File: src/rtl/sfe_defines.svh
// constants of the serial flash command sequencer: opcodes, phase lengths, register map
// assumes the includer uses these names only, never the bare figures
`ifndef SFE_DEFINES_SVH
`define SFE_DEFINES_SVH
`define SFE_OP_QREAD 8'heb
`define SFE_OP_QWREAD 8'he7
`define SFE_OP_ENH_RST 8'hff
`define SFE_OP_WRAP 8'h77
`define SFE_OP_WRITE_ENABLE_CMD 8'h06
`define SFE_OP_SECT 8'h20
`define SFE_OP_LARGE 8'hd8
`define SFE_OP_HALF 8'h52
`define SFE_OP_DIE1 8'h60
`define SFE_OP_DIE2 8'hc7
`define SFE_OPC_LAST 6'h07
`define SFE_OPC_BITS 6'h08
`define SFE_ERA_BITS 6'h20
`define SFE_CNT_MAX 6'h3f
`define SFE_DATA_AT 6'h14
`define SFE_DATA_AT_ENH 6'h0c
`define SFE_QADDR_LAST 5'h05
`define SFE_SADDR_LAST 5'h17
`define SFE_MODE_LAST 5'h01
`define SFE_DUMMY_LAST 5'h03
`define SFE_BYTE_LAST 5'h07
`define SFE_TOGGLE 4'hf
`define SFE_WRAP_MIN 24'h000008
`define SFE_REG_CTRL 12'h000
`define SFE_REG_LOCK 12'h004
`define SFE_REG_STAT 12'h008
`define SFE_REG_ECNT 12'h00c
`define SFE_CTRL_BP 3:0
`define SFE_CTRL_SCHEME 4
`define SFE_CTRL_QE 5
`define SFE_RESP_OK 2'h0
`define SFE_RESP_ERR 2'h2
`define SFE_SECT_CYC 24'h000400
`define SFE_HALF_CYC 24'h000800
`define SFE_LARGE_CYC 24'h001000
`define SFE_DIE_CYC 24'h004000
`endif

File: src/rtl/sfe_pkg.sv
// types shared by the serial flash command sequencer
// assumes sfe_defines.svh carries all figures
package sfe_pkg;
  typedef enum logic [7:0] {
    ST_IDLE = 8'h01,
    ST_CMD = 8'h02,
    ST_ADDR = 8'h04,
    ST_MODE = 8'h08,
    ST_DUMMY = 8'h10,
    ST_DATA = 8'h20,
    ST_WRAP = 8'h40,
    ST_SKIP = 8'h80
  } sfe_state_t;
  typedef enum logic [1:0] {
    ERA_SECT = 2'h0,
    ERA_HALF = 2'h1,
    ERA_LARGE = 2'h2,
    ERA_DIE = 2'h3
  } sfe_erase_kind_t;
  typedef struct packed {
    sfe_erase_kind_t kind;
    logic [23:0] addr;
  } sfe_erase_req_t;
endpackage : sfe_pkg

File: src/rtl/sfe_erase_timer.sv
// self-timed erase cycle counter
// assumes cycles is at least one; start is ignored while busy
`timescale 1ns/1ps
module sfe_erase_timer (
  input wire logic clock,
  input wire logic sys_rst,
  input wire logic start,
  input wire logic [23:0] cycles,
  output logic busy,
  output logic done
);
  logic [23:0] cnt_q;
  always_ff @(posedge clock) begin
    if (sys_rst) begin
      cnt_q <= 24'h000000;
      busy <= 1'b0;
      done <= 1'b0;
    end else begin
      done <= 1'b0;
      if (start && !busy) begin
        cnt_q <= cycles;
        busy <= 1'b1;
      end else if (busy) begin
        if (cnt_q <= 24'h000001) begin
          busy <= 1'b0;
          done <= 1'b1;
        end else begin
          cnt_q <= cnt_q - 24'h000001;
        end
      end
    end
  end
endmodule : sfe_erase_timer

File: src/rtl/sfe_sync.sv
// two-stage synchroniser for the serial pins
// assumes inputs are asynchronous to clock
`timescale 1ns/1ps
module sfe_sync #(
  parameter int W = 6
) (
  input wire logic clock,
  input wire logic sys_rst,
  input wire logic [W-1:0] d,
  output logic [W-1:0] q
);
  logic [W-1:0] meta_q;
  always_ff @(posedge clock) begin
    if (sys_rst) begin
      meta_q <= '1;
      q <= '1;
    end else begin
      meta_q <= d;
      q <= meta_q;
    end
  end
endmodule : sfe_sync

File: src/rtl/sfe_top.sv
// serial flash command sequencer: enhance read mode, wrap setup, erase sequences
// assumes serial pins are asynchronous and sclk is slow against clock
// assumes arr_data follows rd_addr within half a serial clock
//
// Design decisions made here: the register offsets and register access over AXI4-Lite.
`timescale 1ns/1ps
`include "sfe_defines.svh"
module sfe_top #(
  parameter logic [23:0] SECT_CYC = `SFE_SECT_CYC,
  parameter logic [23:0] HALF_CYC = `SFE_HALF_CYC,
  parameter logic [23:0] LARGE_CYC = `SFE_LARGE_CYC,
  parameter logic [23:0] DIE_CYC = `SFE_DIE_CYC
) (
  input wire logic clock,
  input wire logic sys_rst,
  input wire logic [11:0] s_axi_awaddr,
  input wire logic s_axi_awvalid,
  output logic s_axi_awready,
  input wire logic [31:0] s_axi_wdata,
  input wire logic [3:0] s_axi_wstrb,
  input wire logic s_axi_wvalid,
  output logic s_axi_wready,
  output logic [1:0] s_axi_bresp,
  output logic s_axi_bvalid,
  input wire logic s_axi_bready,
  input wire logic [11:0] s_axi_araddr,
  input wire logic s_axi_arvalid,
  output logic s_axi_arready,
  output logic [31:0] s_axi_rdata,
  output logic [1:0] s_axi_rresp,
  output logic s_axi_rvalid,
  input wire logic s_axi_rready,
  input wire logic sclk,
  input wire logic cs_n,
  input wire logic [3:0] io_in,
  output logic [3:0] io_out,
  output logic [3:0] io_oe,
  input wire logic [7:0] arr_data,
  output logic [23:0] rd_addr,
  output logic erase_go,
  output sfe_pkg::sfe_erase_req_t erase_req,
  output logic in_progress_flag,
  output logic write_enable_latch
);
  function automatic logic is_qrd(input logic [7:0] op);
    return (op == `SFE_OP_QREAD) || (op == `SFE_OP_QWREAD);
  endfunction : is_qrd
  function automatic logic is_aera(input logic [7:0] op);
    return (op == `SFE_OP_SECT) || (op == `SFE_OP_LARGE) || (op == `SFE_OP_HALF);
  endfunction : is_aera
  function automatic logic is_die(input logic [7:0] op);
    return (op == `SFE_OP_DIE1) || (op == `SFE_OP_DIE2);
  endfunction : is_die
  function automatic logic [31:0] wmerge(input logic [31:0] old, input logic [31:0] nw,
                                         input logic [3:0] strb);
    logic [31:0] m;
    m = {{8{strb[3]}}, {8{strb[2]}}, {8{strb[1]}}, {8{strb[0]}}};
    return (old & ~m) | (nw & m);
  endfunction : wmerge

  logic [5:0] pin_s;
  logic sclk_p_q, csn_p_q;
  sfe_sync u_sync (
    .clock(clock),
    .sys_rst(sys_rst),
    .d({sclk, cs_n, io_in}),
    .q(pin_s)
  );
  wire sclk_s = pin_s[5];
  wire csn_s = pin_s[4];
  wire [3:0] io_s = pin_s[3:0];
  always_ff @(posedge clock) begin
    if (sys_rst) begin
      sclk_p_q <= 1'b1;
      csn_p_q <= 1'b1;
    end else begin
      sclk_p_q <= sclk_s;
      csn_p_q <= csn_s;
    end
  end
  wire rise = sclk_s & ~sclk_p_q & ~csn_s;
  wire fall = ~sclk_s & sclk_p_q & ~csn_s;
  wire cs_fall = ~csn_s & csn_p_q;
  wire cs_rise = csn_s & ~csn_p_q;

  sfe_pkg::sfe_state_t st_q;
  logic [5:0] clk_cnt_q;
  logic [4:0] ph_q;
  logic [7:0] op_sr_q, op_q, mode_q;
  logic [23:0] sh_q, rd_addr_q;
  logic quad_q, enh_q, ent_enh_q, wrap_en_q, hi_q, wel_q, busy, done;
  logic [1:0] wrap_dep_q;
  logic [5:0] ctrl_q;
  logic [15:0] lock_q, ecnt_q;
  logic [3:0] io_out_q, io_oe_q;
  logic erase_go_q;
  sfe_pkg::sfe_erase_req_t erase_req_q;
  wire [7:0] op_nx = {op_sr_q[6:0], io_s[0]};
  wire [7:0] ind_nx = {mode_q[3:0], io_s};
  wire [7:0] byte_nx = {mode_q[6:0], io_s[0]};

  // clock counter over the select-low frame, holding at 63 clocks
  always_ff @(posedge clock) begin
    if (sys_rst || cs_fall) begin
      clk_cnt_q <= 6'h00;
      op_sr_q <= 8'h00;
    end else if (rise) begin
      if (clk_cnt_q != `SFE_CNT_MAX) clk_cnt_q <= clk_cnt_q + 6'h01;
      if (clk_cnt_q <= `SFE_OPC_LAST) op_sr_q <= op_nx;
    end
  end

  // frame sequencer
  always_ff @(posedge clock) begin
    if (sys_rst || cs_rise) begin
      st_q <= sfe_pkg::ST_IDLE;
      ph_q <= 5'h00;
    end else if (cs_fall) begin
      ph_q <= 5'h00;
      if (!enh_q) st_q <= sfe_pkg::ST_CMD;
      else if (busy) st_q <= sfe_pkg::ST_SKIP;
      else st_q <= sfe_pkg::ST_ADDR;
    end else if (rise) begin
      ph_q <= ph_q + 5'h01;
      unique case (st_q)
        sfe_pkg::ST_CMD: begin
          if (clk_cnt_q == `SFE_OPC_LAST) begin
            ph_q <= 5'h00;
            if (busy) st_q <= sfe_pkg::ST_SKIP;
            else if (is_qrd(op_nx) && ctrl_q[`SFE_CTRL_QE]) st_q <= sfe_pkg::ST_ADDR;
            else if (is_aera(op_nx)) st_q <= sfe_pkg::ST_ADDR;
            else if (op_nx == `SFE_OP_WRAP) st_q <= sfe_pkg::ST_WRAP;
            else st_q <= sfe_pkg::ST_SKIP;
          end
        end
        sfe_pkg::ST_ADDR: begin
          if (ph_q == (quad_q ? `SFE_QADDR_LAST : `SFE_SADDR_LAST)) begin
            ph_q <= 5'h00;
            st_q <= quad_q ? sfe_pkg::ST_MODE : sfe_pkg::ST_SKIP;
          end
        end
        sfe_pkg::ST_MODE: begin
          if (ph_q == `SFE_MODE_LAST) begin
            ph_q <= 5'h00;
            st_q <= sfe_pkg::ST_DUMMY;
          end
        end
        sfe_pkg::ST_DUMMY: begin
          if (ph_q == `SFE_DUMMY_LAST) st_q <= sfe_pkg::ST_DATA;
        end
        sfe_pkg::ST_WRAP: begin
          if (ph_q == `SFE_BYTE_LAST) st_q <= sfe_pkg::ST_SKIP;
        end
        sfe_pkg::ST_IDLE, sfe_pkg::ST_DATA, sfe_pkg::ST_SKIP: begin
          ph_q <= 5'h00;
        end
      endcase
    end
  end

  // opcode, address and indicator capture
  always_ff @(posedge clock) begin
    if (sys_rst) begin
      op_q <= 8'h00;
      quad_q <= 1'b0;
      sh_q <= 24'h000000;
      mode_q <= 8'h00;
      ent_enh_q <= 1'b0;
    end else if (cs_fall) begin
      ent_enh_q <= enh_q;
      quad_q <= enh_q;
    end else if (rise) begin
      if (st_q == sfe_pkg::ST_CMD && clk_cnt_q == `SFE_OPC_LAST) begin
        op_q <= op_nx;
        quad_q <= is_qrd(op_nx);
      end
      if (st_q == sfe_pkg::ST_ADDR) sh_q <= quad_q ? {sh_q[19:0], io_s} : {sh_q[22:0], io_s[0]};
      if (st_q == sfe_pkg::ST_MODE) mode_q <= ind_nx;
      if (st_q == sfe_pkg::ST_WRAP) mode_q <= byte_nx;
    end
  end

  // enhance mode: toggling pairs keep it, any equal pair or FFh drops it
  always_ff @(posedge clock) begin
    if (sys_rst) begin
      enh_q <= 1'b0;
    end else if (cs_rise && clk_cnt_q == `SFE_OPC_BITS && op_sr_q == `SFE_OP_ENH_RST) begin
      enh_q <= 1'b0;
    end else if (rise && st_q == sfe_pkg::ST_MODE && ph_q == `SFE_MODE_LAST && is_qrd(op_q)) begin
      enh_q <= ((ind_nx[7:4] ^ ind_nx[3:0]) == `SFE_TOGGLE);
    end
  end

  // wrap setup; reset leaves wrap off
  always_ff @(posedge clock) begin
    if (sys_rst) begin
      wrap_en_q <= 1'b0;
      wrap_dep_q <= 2'h0;
    end else if (rise && st_q == sfe_pkg::ST_WRAP && ph_q == `SFE_BYTE_LAST) begin
      wrap_en_q <= (byte_nx[7:4] == 4'h0);
      if (byte_nx[7:4] == 4'h0) wrap_dep_q <= byte_nx[1:0];
    end
  end

  // data phase: nibble out on each falling edge, high nibble first
  wire [23:0] wmask = (`SFE_WRAP_MIN << wrap_dep_q) - 24'h000001;
  wire [23:0] inc_addr = rd_addr_q + 24'h000001;
  always_ff @(posedge clock) begin
    if (sys_rst || cs_rise) begin
      io_oe_q <= 4'h0;
      io_out_q <= 4'h0;
      hi_q <= 1'b1;
      if (sys_rst) rd_addr_q <= 24'h000000;
    end else if (rise && st_q == sfe_pkg::ST_DUMMY && ph_q == `SFE_DUMMY_LAST) begin
      rd_addr_q <= sh_q;
      hi_q <= 1'b1;
    end else if (fall && st_q == sfe_pkg::ST_DATA) begin
      io_oe_q <= 4'hf;
      io_out_q <= hi_q ? arr_data[7:4] : arr_data[3:0];
      hi_q <= !hi_q;
      // wrap window is at most 64 bytes, so it never leaves the page
      if (!hi_q && wrap_en_q && is_qrd(op_q)) begin
        rd_addr_q <= (rd_addr_q & ~wmask) | (inc_addr & wmask);
      end else if (!hi_q) begin
        rd_addr_q <= inc_addr;
      end
    end
  end

  // erase decision at select rise
  wire prot_lvl = (ctrl_q[`SFE_CTRL_BP] != 4'h0) &&
                  ({8'h00, ~sh_q[23:16]} < (16'h0001 << (ctrl_q[`SFE_CTRL_BP] - 4'h1)));
  wire prot_hit = ctrl_q[`SFE_CTRL_SCHEME] ? lock_q[sh_q[23:20]] : prot_lvl;
  wire prot_any = ctrl_q[`SFE_CTRL_SCHEME] ? (lock_q != 16'h0000) : (ctrl_q[`SFE_CTRL_BP] != 4'h0);
  wire era_a = is_aera(op_q) && clk_cnt_q == `SFE_ERA_BITS;
  wire era_d = is_die(op_q) && clk_cnt_q == `SFE_OPC_BITS;
  wire era_ok = cs_rise && !busy && (era_a || era_d) && !ent_enh_q;
  wire era_blk = era_a ? prot_hit : prot_any;
  wire era_run = era_ok && wel_q && !era_blk;
  logic [23:0] era_cyc;
  sfe_pkg::sfe_erase_kind_t era_kind;
  always_comb begin
    era_kind = sfe_pkg::ERA_DIE;
    era_cyc = DIE_CYC;
    if (op_q == `SFE_OP_SECT) begin
      era_kind = sfe_pkg::ERA_SECT;
      era_cyc = SECT_CYC;
    end else if (op_q == `SFE_OP_HALF) begin
      era_kind = sfe_pkg::ERA_HALF;
      era_cyc = HALF_CYC;
    end else if (op_q == `SFE_OP_LARGE) begin
      era_kind = sfe_pkg::ERA_LARGE;
      era_cyc = LARGE_CYC;
    end
  end
  sfe_erase_timer u_timer (
    .clock(clock),
    .sys_rst(sys_rst),
    .start(era_run),
    .cycles(era_cyc),
    .busy(busy),
    .done(done)
  );
  always_ff @(posedge clock) begin
    if (sys_rst) begin
      wel_q <= 1'b0;
      erase_go_q <= 1'b0;
      erase_req_q <= '0;
      ecnt_q <= 16'h0000;
    end else begin
      erase_go_q <= era_run;
      if (cs_rise && !busy && clk_cnt_q == `SFE_OPC_BITS && op_q == `SFE_OP_WRITE_ENABLE_CMD) wel_q <= 1'b1;
      else if (done) wel_q <= 1'b0;
      else if (era_ok && wel_q && era_blk) wel_q <= 1'b0;
      if (era_run) begin
        erase_req_q.kind <= era_kind;
        erase_req_q.addr <= era_d ? 24'h000000 : sh_q;
        ecnt_q <= ecnt_q + 16'h0001;
      end
    end
  end

  // register bus slave
  logic awready_q, wready_q, aw_have_q, w_have_q, bvalid_q, arready_q, rvalid_q;
  logic [1:0] bresp_q, rresp_q;
  logic [11:0] awaddr_q;
  logic [31:0] wdata_q, rdata_q;
  logic [3:0] wstrb_q;
  wire do_wr = aw_have_q && w_have_q && !bvalid_q;
  wire b_done = bvalid_q && s_axi_bready;
  always_ff @(posedge clock) begin
    if (sys_rst) begin
      awready_q <= 1'b0;
      aw_have_q <= 1'b0;
      awaddr_q <= 12'h000;
    end else if (awready_q && s_axi_awvalid) begin
      awready_q <= 1'b0;
      aw_have_q <= 1'b1;
      awaddr_q <= s_axi_awaddr;
    end else if (b_done) begin
      aw_have_q <= 1'b0;
      awready_q <= 1'b1;
    end else if (!aw_have_q) begin
      awready_q <= 1'b1;
    end
  end
  always_ff @(posedge clock) begin
    if (sys_rst) begin
      wready_q <= 1'b0;
      w_have_q <= 1'b0;
      wdata_q <= 32'h00000000;
      wstrb_q <= 4'h0;
    end else if (wready_q && s_axi_wvalid) begin
      wready_q <= 1'b0;
      w_have_q <= 1'b1;
      wdata_q <= s_axi_wdata;
      wstrb_q <= s_axi_wstrb;
    end else if (b_done) begin
      w_have_q <= 1'b0;
      wready_q <= 1'b1;
    end else if (!w_have_q) begin
      wready_q <= 1'b1;
    end
  end
  always_ff @(posedge clock) begin
    if (sys_rst) begin
      bvalid_q <= 1'b0;
      bresp_q <= `SFE_RESP_OK;
      ctrl_q <= 6'h00;
      lock_q <= 16'h0000;
    end else if (do_wr) begin
      bvalid_q <= 1'b1;
      bresp_q <= `SFE_RESP_OK;
      if (awaddr_q == `SFE_REG_CTRL) ctrl_q <= 6'(wmerge({26'h0, ctrl_q}, wdata_q, wstrb_q));
      else if (awaddr_q == `SFE_REG_LOCK) lock_q <= 16'(wmerge({16'h0, lock_q}, wdata_q, wstrb_q));
      else if (awaddr_q != `SFE_REG_STAT && awaddr_q != `SFE_REG_ECNT) bresp_q <= `SFE_RESP_ERR;
    end else if (b_done) begin
      bvalid_q <= 1'b0;
    end
  end
  always_ff @(posedge clock) begin
    if (sys_rst) begin
      arready_q <= 1'b0;
      rvalid_q <= 1'b0;
      rdata_q <= 32'h00000000;
      rresp_q <= `SFE_RESP_OK;
    end else if (arready_q && s_axi_arvalid) begin
      arready_q <= 1'b0;
      rvalid_q <= 1'b1;
      rresp_q <= `SFE_RESP_OK;
      rdata_q <= 32'h00000000;
      unique case (s_axi_araddr)
        `SFE_REG_CTRL: rdata_q <= {26'h0, ctrl_q};
        `SFE_REG_LOCK: rdata_q <= {16'h0, lock_q};
        `SFE_REG_STAT: rdata_q <= {26'h0, wrap_dep_q, wrap_en_q, enh_q, wel_q, busy};
        `SFE_REG_ECNT: rdata_q <= {16'h0, ecnt_q};
        default: rresp_q <= `SFE_RESP_ERR;
      endcase
    end else if (rvalid_q && s_axi_rready) begin
      rvalid_q <= 1'b0;
      arready_q <= 1'b1;
    end else if (!rvalid_q) begin
      arready_q <= 1'b1;
    end
  end

  assign s_axi_awready = awready_q;
  assign s_axi_wready = wready_q;
  assign s_axi_bvalid = bvalid_q;
  assign s_axi_bresp = bresp_q;
  assign s_axi_arready = arready_q;
  assign s_axi_rvalid = rvalid_q;
  assign s_axi_rdata = rdata_q;
  assign s_axi_rresp = rresp_q;
  assign io_out = io_out_q;
  assign io_oe = io_oe_q;
  assign rd_addr = rd_addr_q;
  assign erase_go = erase_go_q;
  assign erase_req = erase_req_q;
  assign in_progress_flag = busy;
  assign write_enable_latch = wel_q;
endmodule : sfe_top
File: config.mk
export PLATFORM = sky130hd
export DESIGN_NAME = sfe_top
export DESIGN_NICKNAME = d
export VERILOG_FILES = /design/src/rtl/sfe_pkg.sv /design/src/rtl/sfe_erase_timer.sv /design/src/rtl/sfe_sync.sv /design/src/rtl/sfe_top.sv
export VERILOG_INCLUDE_DIRS = /design/src /design/src/rtl
export SDC_FILE = /design/constraint.sdc
export NUM_CORES = 1
export LEC_CHECK = 0
export BUFFER_PORTS_ARGS = -buffer_cell sky130_fd_sc_hd__buf_2
export CORE_MARGIN = 2
export CORE_UTILIZATION = 55
export DETAILED_ROUTE_END_ITERATION = 12
export PLACE_DENSITY = 0.77
export SLEW_MARGIN = 5
export SYNTH_ARGS = -nofsm -noshare
export SYNTH_HDL_FRONTEND = slang
export SYNTH_SLANG_ARGS = --single-unit
File: constraint.sdc
create_clock -name clock -period 4.08 [get_ports clock]
set_clock_uncertainty 0.15 [all_clocks]
set_input_delay 0.204 -clock clock [delete_from_list [all_inputs] [get_ports clock]]
set_output_delay 0.204 -clock clock [all_outputs]
set_load 0.05 [all_outputs]
; ---- After elaboration in Yosys (flattened, before gate mapping)
; Cells that the tools add are included.
[word_totals]
ff_bits = 281
wordCells = 290
[op_classes]
n_addsub = 7
magnitude_cmp = 4
n_eq_ne = 49
shift = 2
mux = 72
bitwise_logic = 26
n_reduce_logical = 87
[op_table]
columns = op, count
row1 = 24-bit two-way mux, 11
row2 = 8-bit two-way mux, 14
row3 = "8-bit == test, second input constant", 9
row4 = 16-bit one-hot mux with 4 select lines, 1
row5 = 24-bit AND, 2
row6 = "24-bit by 1-bit subtractor with 24-bit output, second input constant", 2
row7 = 15-bit two-way mux, 3
row8 = "8-bit by 7-bit == test with 1-bit output, second input constant", 5
row9 = 8-bit one-hot mux with 5 select lines, 1
row10 = 1-bit logical AND, 34
row11 = 16-bit AND, 2
row12 = 1-bit two-way mux, 27
row13 = "24-bit by 1-bit adder with 24-bit output, second input constant", 1
row14 = "12-bit by 3-bit == test with 1-bit output, second input constant", 2
row15 = "12-bit by 4-bit == test with 1-bit output, second input constant", 2
row16 = "8-bit by 6-bit == test with 1-bit output, second input constant", 3
row17 = "24-bit by 1-bit less-or-equal comparator with 1-bit output, second input constant", 1
row18 = 12-bit logical NOT, 2
row19 = "12-bit by 4-bit != test with 1-bit output, second input constant", 2
row20 = 24-bit NOT, 1
row21 = 24-bit OR, 1
row22 = "4-bit by 2-bit left shift with 24-bit output, first input constant", 1
row23 = 5-bit two-way mux, 4
row24 = 5-bit one-hot mux with 4 select lines, 1
row25 = 53 further kinds, 115

; ---- Logic depth before layout (Yosys ltp)
; Gate-level depths: netlist of the first run.
[logic_depth]
word_depth = 12
depth_mapped = 12

; ---- Cells and area by module
; From an unflattened synthesis of the first run, not the netlist that was laid out.
[unflattened]
hier_cells = 1436
area_unflattened_um2 = 12659.6
[modules_own_cells]
columns = mod, n_inst, cells_each, area_per_inst_um2
row1 = sfe_top, 1, 1219, 10712.8
row2 = sfe_erase_timer, 1, 192, 1626.6
row3 = sfe_sync, 1, 25, 320.3

; ---- Worst setup path before layout of the first run
; Ideal clock, no wire load.
[synth_timing]
kind = register to register
start = register (tool-made name)
end = register u_timer.cnt_q[22]
arrival_ns = 2.729
required_time_ns = 3.858
slack_ns = 1.130
stages_incl_launch_ff = 12
period_less_slack_ns = 2.950
cell_sequence = dfxtp_1 -> nor2b_1 -> nand3_1 -> ha_1 -> nand4_1 -> a311oi_1 -> nor3_1 -> o311ai_4 -> a31oi_4 -> clkbuf_1 -> nor4b_1 -> mux2i_1
[synth_rtl]
columns = element, line_no
row1 = end signal: assignment, sfe_erase_timer.sv:21  ; cnt_q <= cycles;
row2 = end signal: assignment, sfe_erase_timer.sv:28  ; cnt_q <= cnt_q - 24'h000001;
row3 = end: declaration, sfe_erase_timer.sv:12  ; logic [23:0] cnt_q;

==> impl_metrics.csv, run 1 <==
group,metric,value,unit
run_status,outcome,"finished, final reports clean",
yosys,ys_ff_latch,263,
sta,drv_slew,0,
worst_setup_path,cp_common_cell,"nor3_1",
worst_setup_path,crit_end,"u_timer.cnt_q[23]$_SDFFE_PP0P_",
yosys,postSynthCellCount,1362,
run,max_cap_viol_count,0,
final_layout,nets,1620,
worst_setup_path,worst_setup_path_start_kind,"register",
pwr,vdd.ir_drop.worst,347,uV
pwr,clkPwrFrac,0.441,
routing,ant_nets,0,
sta,finalHoldWorstSlack,0.0987,ns
worst_setup_path,crit_slowest_cell,"or4b_1",
floorplanning,chipWidth,154,um
yosys,yosys_most_used_dff,"dfxtp_1",
worst_setup_path,crit_type,"register to register",
final_layout,diodes,0,
worst_setup_path,crit_chain,"nor3_1 > nand2_1 > ha_1 > nand4_1 > a311oi_1 > nor3_1 > o311ai_4 > a31oi_4 > or4b_1 > a21oi_1",
global_route,antenna_found_initial,0,
floorplanning,core,21900,um^2
yosys,synth_fa_ha_area_frac,0.0163,
routing,drt_pre_antenna_iters,5,
placed_design,post-place-ws,0.524,ns
cts,clock_latency,0.54,ns
final_layout,layout-drive-gt1-share,0.168,
yosys,async_flop_share,0,
worst_setup_path,timing.rr.end,"u_timer.cnt_q[23]$_SDFFE_PP0P_",
worst_setup_path,required,4.38,ns
worst_setup_path,arrival,3.98,ns
final_layout,final_common_cell,"dfxtp_1",
cts,cts_made_buffers,27,
cts,cts-root-buf,"clkbuf_16",
sta,fin_setup_tns,0,ns
routing,drcViolationCount,0,
floorplanning,io_pins,183,
yosys,ys_seq_area_frac,0.448,
routing,wirelength,30.0,mm
yosys,ys_types,78,
pwr,switching_power,1.30,mW
global_route,grt_pass1_vias,9961,
sta,relSlewSlack,0.259,
routing,num_vias,10600,
cts,postCtsResizedCells,0,
routing,routedWlPerCell,16.5,um
floorplanning,die_area,23600,um^2
worst_setup_path,cpPeakStageDelay,0.62,ns
yosys,yosysWarningCount,0,
routing,avgViaCountPerCell,5.83,
final_layout,layout_common_cells,"dfxtp_1, nor2_1, buf_2, nand2_1, a21oi_1",
sta,rsz0062_at_grt,"no",
floorplanning,rows,54,
worst_setup_path,r2r_setup_slack,0.41,ns
pwr,netSwitchingFraction,0.237,
sta,fin_ws,0.406,ns
yosys,synthMuxAreaShare,0.0892,
global_route,grt_pass1_wl,48.9,mm
pwr,p_leak,5.77,nW
routing,drt-initial-drc-count,652,
sta,layout_min_cycle_time,3.67,ns
pwr,combPwrFrac,0.068,
yosys,synth_edf_count,24,
worst_setup_path,worstPathMaxFanout,34,
cts,cts_sinks,263,
cts,htree_num_levels,1,
yosys,synthSimpleGateAreaFrac,0.216,
floorplanning,start_util,0.562,
cts,cts_tree,"yes",
pwr,power.internal,4.18,mW
floorplanning,dieHeight,154,um
sta,hold_viol,0,
worst_setup_path,reg2regPathDepth,10,
yosys,syn_avg_cell_area,9.03,um^2
global_route,overflow,0,
sta,worstMarginPinSlew,1.11,ns
global_route,grt_start_max_net_pins,94,
cts,clk_pin_slew_worst_paths,0.07,ns
placed_design,dp.cells,1728,
placed_design,dp_hpwl,20.0,mm
final_layout,area_growth,17.6,%
final_layout,stdcell_count,1822,
yosys,synth_compound_area_frac,0.156,
placed_design,portBuffers,146,
worst_setup_path,endpoint_kind,"register",
sta,period_share,0.901,
sta,setup_viol,0,
cts,cts_max_path_buffers,3,
pwr,powerDensity,379,nW/um^2
sta,max_freq,272,MHz
hold_path,holdCritPathClass,"primary input to register",
yosys,synth_xor_area_frac,0.0299,
placed_design,gp_congestion,0.846,
pwr,power_frac_seq,0.491,
global_route,gr-usage-all-layers,0.245,
yosys,synth_top_family_by_area,"simple AND/OR/NAND/NOR gates",
yosys,synth_area,12300,um^2
state kept, by name, indices dropped and copies added, names as in the netlist, 5 cells and up, named ones only:
signal	cells
st_q	8
awaddr_q	12
ecnt_q	16
erase_req	26
mode_q	7
clk_cnt_q	6
u_sync.meta_q	6
op_sr_q	8
wdata_q	16
rd_addr	24
u_sync.q	6
op_q	8
sh_q	24
ph_q	5
s_axi_rdata	16
u_timer.cnt_q	24
kinds of logic (layout without fill, tap and decap cells):
kind of cell    count (synthesis)  count (layout)
simple gates                  532             532
compound gates                283             283
other cells                     1              18
fa+ha+maj                      16              16
buf+inv                       121             284
flops                         263             263
mux                           104             104
xor+xnor                       42              42
synthesized netlist by cell type (5+ instances only):
cell	count	area (um^2)
a211oi_1	48	360
a21oi_1	100	500
a222oi_1	6	60.1
a22o_1	24	210
a22oi_1	5	37.5
a2bb2oi_1	7	61.3
and2_1	5	31.3
and3_1	12	75.1
and4_1	5	43.8
buf_4	23	173
clkbuf_1	61	229
dfxtp_1	239	4780
edfxtp_1	24	721
ha_1	16	200
inv_1	28	105
mux2_2	14	158
mux2i_1	87	871
nand2_1	132	495
nand2b_1	16	100
nand3_1	25	125
nand4_1	20	125
nor2_1	175	657
nor2b_1	10	62.6
nor3_1	21	105
nor4_1	20	125
o21a_1	7	52.6
o21ai_0	34	170
o31a_1	5	43.8
o31ai_1	10	75.1
or2_2	17	106
or3_1	24	150
or4_1	20	150
xnor2_1	16	140
xor2_1	26	228
layer usage:
layer	part of all wire	up-vias	global-route usage	wire, um
li1	-	5210	-	-
met1	0.43	5001	0.317	12900
met2	0.48	341	0.419	14300
met3	0.066	62	0.0431	1980
met4	0.025	0	0.0747	746
met5	0	-	0	0
cell type report:
type                       instances  area (um^2)
sequential                       263         5510
clock inverter                    10         83.8
timing repair buffer             208         1310
inverter                          28          105
multi-input combinational        995         6310
clock buffer                      38          788
tap                              280          350
fill                            1780         7430
metrics by stage:
stage / util / total power [mW] / cell area (um^2)
2_1_floorplan: - / 3.00 / 12400
3_3_place_gp: 0.600 / 3.07 / 13100
3_5_place_dp: 0.600 / 3.08 / 13100
4_1_cts: 0.660 / 5.51 / 14500
5_1_grt: 0.660 / 5.64 / 14500
6_report: 0.660 / 5.48 / 14500
worst max-delay path: cells and delay by family, from the launching register on:
kind	cells	cell delay, ns
adders and majority gates	1	0.33
DFF	1	0.39
AOI/OAI and AO/OA	4	1.42
and+or+nand+nor	5	1.28
power groups by stage:
stage / clock [mW] / combinational, mW / sequential [mW]
6_report: 2.42 / 0.370 / 2.69
5_1_grt: 2.55 / 0.398 / 2.70
4_1_cts: 2.45 / 0.366 / 2.69
3_5_place_dp: 0 / 0.331 / 2.75
3_3_place_gp: 0 / 0.327 / 2.75
2_1_floorplan: 0 / 0.197 / 2.80
how the worst min path moves through the flow:
stage | slack, ns | to | start | cells past startpoint
final | 0.1 | ecnt_q[13]$_SDFFE_PP0P_ | sys_rst | 3
after global routing | 0.11 | ecnt_q[13]$_SDFFE_PP0P_ | sys_rst | 3
after CTS | 0.08 | ecnt_q[13]$_SDFFE_PP0P_ | sys_rst | 3
after detailed placement | 0.24 | u_sync.meta_q[4]$_SDFF_PP1_ | cs_n | 2
after global placement | 0.24 | u_sync.meta_q[3]$_SDFF_PP1_ | io_in[3] | 2
after floorplan | 0.16 | u_sync.meta_q[0]$_SDFF_PP1_ | io_in[0] | 1
what timing repair did:
item                                   in CTS  in global routing
setup endpoints to repair                   0                  0
hold buffers                               46                  0
endpoints found under the hold margin      47                  0
buffers inserted                            0                  0
(Power assumes the default switching activity.)
==> run 2: changes to the inputs <==
--- a/config.mk
+++ b/config.mk
@@ -7,11 +7,9 @@
 export NUM_CORES = 1
 export LEC_CHECK = 0
 export BUFFER_PORTS_ARGS = -buffer_cell sky130_fd_sc_hd__buf_2
-export CORE_MARGIN = 2
 export CORE_UTILIZATION = 55
 export DETAILED_ROUTE_END_ITERATION = 12
 export PLACE_DENSITY = 0.77
-export SLEW_MARGIN = 5
 export SYNTH_ARGS = -nofsm -noshare
 export SYNTH_HDL_FRONTEND = slang
 export SYNTH_SLANG_ARGS = --single-unit
==> impl_metrics.csv, run 2 (same netlist as run 1, synthesis figures left out) <==
group,metric,value,unit
run_status,outcome,"finished, final reports clean",
pwr,vdd.ir_drop.worst,290,uV
final_layout,nFillCells,1759,
floorplanning,dieHeight,152,um
final_layout,diodes,0,
worst_setup_path,crit_type,"register to register",
final_layout,register_area,5510,um^2
worst_setup_path,crit_slowest_cell,"or4b_1",
placed_design,portBuffers,146,
routing,drt-initial-drc-count,599,
worst_setup_path,crit_chain,"nor2b_1 > nand3_1 > ha_1 > nand4_1 > a311oi_1 > nor3_1 > o311ai_4 > a31oi_4 > or4b_1 > a21oi_1",
routing,wirelength,29.6,mm
routing,drt_pre_antenna_iters,7,
hold_path,whs_path_depth,2,
global_route,grt_pass1_wl,47.8,mm
pwr,clkPwrFrac,0.459,
cts,postCtsSetupRepairBufs,0,
sta,max_freq,276,MHz
sta,layout_min_cycle_time,3.63,ns
cts,cts_sinks,263,
final_layout,postLayoutCoreUtil,0.664,
worst_setup_path,worst_setup_path_start_kind,"register",
worst_setup_path,endpoint_kind,"register",
pwr,power_frac_seq,0.476,
routing,drcViolationCount,0,
global_route,overflow,0,
cts,htree_num_levels,1,
pwr,p_leak,5.82,nW
pwr,total_power,5.66,mW
final_layout,final_common_cell,"dfxtp_1",
floorplanning,core,21900,um^2
cts,cts_max_path_buffers,3,
sta,worstMarginPinSlew,1.08,ns
routing,avgViaCountPerCell,5.79,
worst_setup_path,arrival,3.94,ns
floorplanning,chipWidth,152,um
sta,fin_setup_tns,0,ns
global_route,grt_pass1_vias,9843,
routing,routedWlPerCell,16.2,um
pwr,netSwitchingFraction,0.230,
global_route,gr-usage-all-layers,0.255,
pwr,switching_power,1.30,mW
worst_setup_path,required,4.40,ns
final_layout,nets,1619,
sta,setup_viol,0,
cts,clk_pin_slew_worst_paths,0.06,ns
final_layout,area_growth,18.3,%
global_route,antenna_found_initial,0,
placed_design,dp_hpwl,19.8,mm
final_layout,largest_reg_flops,26,
placed_design,gp_congestion,0.865,
pwr,powerDensity,389,nW/um^2
cts,cts_made_buffers,28,
final_layout,final_cell_area,14500,um^2
sta,period_share,0.889,
hold_path,holdCritPathClass,"primary input to register",
final_layout,layout_common_cells,"dfxtp_1, nor2_1, buf_2, nand2_1, a21oi_1",
cts,postCtsHoldBufs,46,
routing,num_vias,10600,
cts,cts_tree,"yes",
pwr,power.internal,4.36,mW
sta,rsz0062_at_grt,"no",
floorplanning,io_pins,183,
placed_design,place_area,13100,um^2
cts,cts-root-buf,"clkbuf_16",
cts,postCtsResizedCells,0,
global_route,grt_start_max_net_pins,84,
floorplanning,die_area,23000,um^2
final_layout,layout-drive-gt1-share,0.168,
worst_setup_path,reg2regPathDepth,10,
worst_setup_path,worstPathMaxFanout,34,
floorplanning,start_util,0.562,
floorplanning,rows,54,
sta,drv_slew,0,
sta,finalHoldWorstSlack,0.0565,ns
sta,hold_viol,0,
sta,relSlewSlack,0.280,
cts,clock_latency,0.54,ns
routing,ant_nets,0,
worst_setup_path,cpPeakStageDelay,0.61,ns
pwr,combPwrFrac,0.065,
run,max_cap_viol_count,0,
final_layout,multi_input_area,6310,um^2
## run 2: path summary, 6_finish.rpt
| path | startpoint | to | slack, ns |
|---|---|---|---|
| worst max-delay path | register | u_timer.cnt_q[23]$_SDFFE_PP0P_ | 0.45 |
| worst min-delay path | sys_rst | u_timer.cnt_q[12]$_SDFFE_PP0P_ | 0.06 |
| worst max register to register | register | u_timer.cnt_q[23]$_SDFFE_PP0P_ | 0.45 |
| worst min register to register | u_sync.meta_q[0]$_SDFF_PP1_ | u_sync.q[0]$_SDFF_PP1_ | 0.26 |
## run 2: worst max-delay path, delay by kind of cell, from the launching register on
kind / cells / cell delay, ns
AOI/OAI and AO/OA: 4 / 1.43
and+or+nand+nor: 5 / 1.26
DFF: 1 / 0.40
adders and majority gates: 1 / 0.31
## run 2: power by group through the flow
stage | Sequential, mW | Combinational, mW | Clock, mW
5_1_grt | 2.70 | 0.399 | 2.75
6_report | 2.69 | 0.368 | 2.60
4_1_cts | 2.69 | 0.364 | 2.65
2_1_floorplan | 2.80 | 0.197 | 0
3_3_place_gp | 2.75 | 0.325 | 0
3_5_place_dp | 2.75 | 0.330 | 0
## run 2: through the flow
stage | std cells | setup slack (ns)
CTS | 1824 | 0.489
floorplan | 1379 | 1.13
finish | 1824 | 0.454
detailed placement | 1726 | 0.539
global route | 1824 | 0.310
global placement | 1726 | 0.606
## run 2: per-layer routing
layer  share of wire  GRT usage
met1            0.44      0.328
met2            0.47      0.435
met3           0.061     0.0455
met4           0.026     0.0782
met5               0          0
## run 2: layout make-up
cell class	count	area share
Timing Repair Buffer	206	0.0902
Clock inverter	8	0.00619
Clock buffer	44	0.0600
Inverter	28	0.00723
Sequential cell	263	0.379
Multi-Input combinational cell	995	0.434
Tap cell	280	0.0241
==> run 3: changes to the inputs <==
--- a/config.mk
+++ b/config.mk
@@ -7,8 +7,10 @@
 export NUM_CORES = 1
 export LEC_CHECK = 0
 export BUFFER_PORTS_ARGS = -buffer_cell sky130_fd_sc_hd__buf_2
+export CORE_MARGIN = 4
 export CORE_UTILIZATION = 55
 export DETAILED_ROUTE_END_ITERATION = 12
+export GPL_TIMING_DRIVEN = 0
 export PLACE_DENSITY = 0.77
 export SYNTH_ARGS = -nofsm -noshare
 export SYNTH_HDL_FRONTEND = slang
==> impl_metrics.csv, run 3 (same netlist as run 1, synthesis figures left out) <==
group,metric,value,unit
run_status,outcome,"finished, final reports clean",
worst_setup_path,worstPathMaxFanout,10,
sta,max_freq,262,MHz
global_route,grt_pass1_vias,10500,
placed_design,place_area,13400,um^2
floorplanning,rows,54,
worst_setup_path,crit_chain,"clkbuf_1 > inv_1 > ha_1 > a21oi_1 > o22ai_1 > nor3_1 > o311ai_4 > a31oi_1 > clkbuf_1 > a22o_1",
worst_setup_path,arrival,4.15,ns
sta,drv_slew,0,
final_layout,nFillCells,1767,
final_layout,area_growth,21.8,%
sta,setup_viol,0,
final_layout,layout-drive-gt1-share,0.168,
final_layout,largest_reg_flops,26,
worst_setup_path,crit_type,"register to register",
sta,hold_viol,0,
routing,ant_nets,0,
floorplanning,start_util,0.562,
pwr,powerDensity,390,nW/um^2
placed_design,dp_hpwl,23.5,mm
routing,num_vias,11100,
global_route,gr-usage-all-layers,0.262,
final_layout,layout_common_cells,"dfxtp_1, nor2_1, buf_2, nand2_1, a21oi_1",
sta,relSlewSlack,0.253,
cts,cts_sinks,263,
sta,rsz0062_at_grt,"no",
worst_setup_path,required,4.41,ns
global_route,antenna_found_initial,1,
cts,clk_pin_slew_worst_paths,0.06,ns
worst_setup_path,endpoint_kind,"register",
placed_design,dp.cells,1803,
cts,clock_latency,0.54,ns
cts,cts_tree,"yes",
worst_setup_path,cp_common_cell,"clkbuf_1",
routing,drt-initial-drc-count,813,
final_layout,stdcell_count,1907,
floorplanning,dieHeight,158,um
floorplanning,io_pins,183,
hold_path,holdCritPathClass,"primary input to register",
worst_setup_path,crit_slowest_cell,"a31oi_1",
global_route,overflow,0,
sta,layout_min_cycle_time,3.82,ns
sta,fin_setup_tns,0,ns
routing,drcViolationCount,0,
final_layout,final_cell_area,15000,um^2
final_layout,final_common_cell,"dfxtp_1",
cts,cts_made_buffers,28,
floorplanning,core,21900,um^2
run,max_cap_viol_count,0,
worst_setup_path,crit_family,"compound AO/OA/AOI/OAI gates",
cts,cts-root-buf,"clkbuf_16",
floorplanning,die_area,24800,um^2
pwr,vdd.ir_drop.worst,293,uV
worst_setup_path,worst_setup_path_start_kind,"register",
routing,routedWlPerCell,17.7,um
global_route,grt_start_max_net_pins,25,
global_route,grt_pass1_wl,53.3,mm
worst_setup_path,cp_num_buf_inv,3,
final_layout,nets,1702,
cts,htree_num_levels,1,
placed_design,portBuffers,143,
sta,period_share,0.937,
sta,worstMarginPinSlew,1.11,ns
placed_design,gp_congestion,0.881,
cts,cts_max_path_buffers,3,
pwr,total_power,5.85,mW
routing,avgViaCountPerCell,5.84,
routing,drt_pre_antenna_iters,5,
routing,wirelength,33.7,mm
worst_setup_path,cpPeakStageDelay,0.81,ns
pwr,p_leak,6.00,nW
floorplanning,chipWidth,158,um
==> run 3: changes by cell type in the layout (fill, tap and decap cells not counted), moves of 2 or more <==
| cell | delta |
|---|---|
| clkinv_2 | +2 |
| buf_1 | +4 |
| dlygate4sd3_1 | +6 |
| buf_4 | +9 |
| clkbuf_1 | +57 |
| buf_2 | +2 |
| clkbuf_8 | -5 |
| bufinv_16 | +4 |
==> run 3: worst paths after layout <==
| kind | startpoint | to | slack, ns | cells past startpoint |
|---|---|---|---|---|
| max reg2reg | sh_q[21]$_SDFFE_PP0P_ | erase_req[12]$_SDFFE_PP0P_ | 0.26 | 10 |
| min | s_axi_arvalid | s_axi_rresp[1]$_SDFFE_PP0P_ | 0.04 | 4 |
| max | sh_q[21]$_SDFFE_PP0P_ | erase_req[12]$_SDFFE_PP0P_ | 0.26 | 10 |
| min reg2reg | u_sync.meta_q[0]$_SDFF_PP1_ | u_sync.q[0]$_SDFF_PP1_ | 0.26 | 1 |
==> run 3: final cells by class <==
cell class	count	area, um^2	share of cell area
antenna	1	2.50	0.000167
buffer	93	448	0.0299
clock buffer	34	763	0.0510
clock inverter	17	249	0.0166
inverter	28	105	0.00702
multi-input combinational	995	6310	0.421
sequential	263	5510	0.368
tap	280	350	0.0234
timing repair buffer	196	1250	0.0832
==> run 3: layer usage <==
layer  vias to the layer above  wire [um]  GRT usage
met4                         0       1130     0.0889
met5                         -          0          0
met2                       444      15700      0.442
met3                        80       2480     0.0396
li1                       5369          -          -
met1                      5237      14300      0.345
==> run 3: stage by stage <==
step                worst slack (ns)   util  hold slack (ns)
CTS                            0.294  0.684           0.0111
detailed placement             0.339  0.614            0.238
finish                         0.257  0.684           0.0391
global route                 0.00594  0.684           0.0552
global placement               0.370  0.613            0.236
floorplan                       1.13      -            0.158
==> run 3: worst reg2reg max path, stage by stage, from the launching register on <==
cell and delay [ns]:
dfxtp_1 0.31, clkbuf_1 0.39, inv_1 0.16, ha_1 0.34, a21oi_1 0.16, o22ai_1 0.10
nor3_1 0.36, o311ai_4 0.25, a31oi_1 0.81, clkbuf_1 0.50, a22o_1 0.23
==> run 3: power breakdown <==
group	switching (mW)	total (mW)	internal, mW
Combinational	0.270	0.412	0.142
Sequential	0.0381	2.69	2.65
Clock	1.04	2.74	1.71
==> run 3: what timing repair did <==
item / 4_1_cts / 5_1_grt
hold buffers: 52 / 0
setup buffers: 0 / 0
endpoints found under the hold margin: 47 / 0
gates resized for setup: 0 / 0
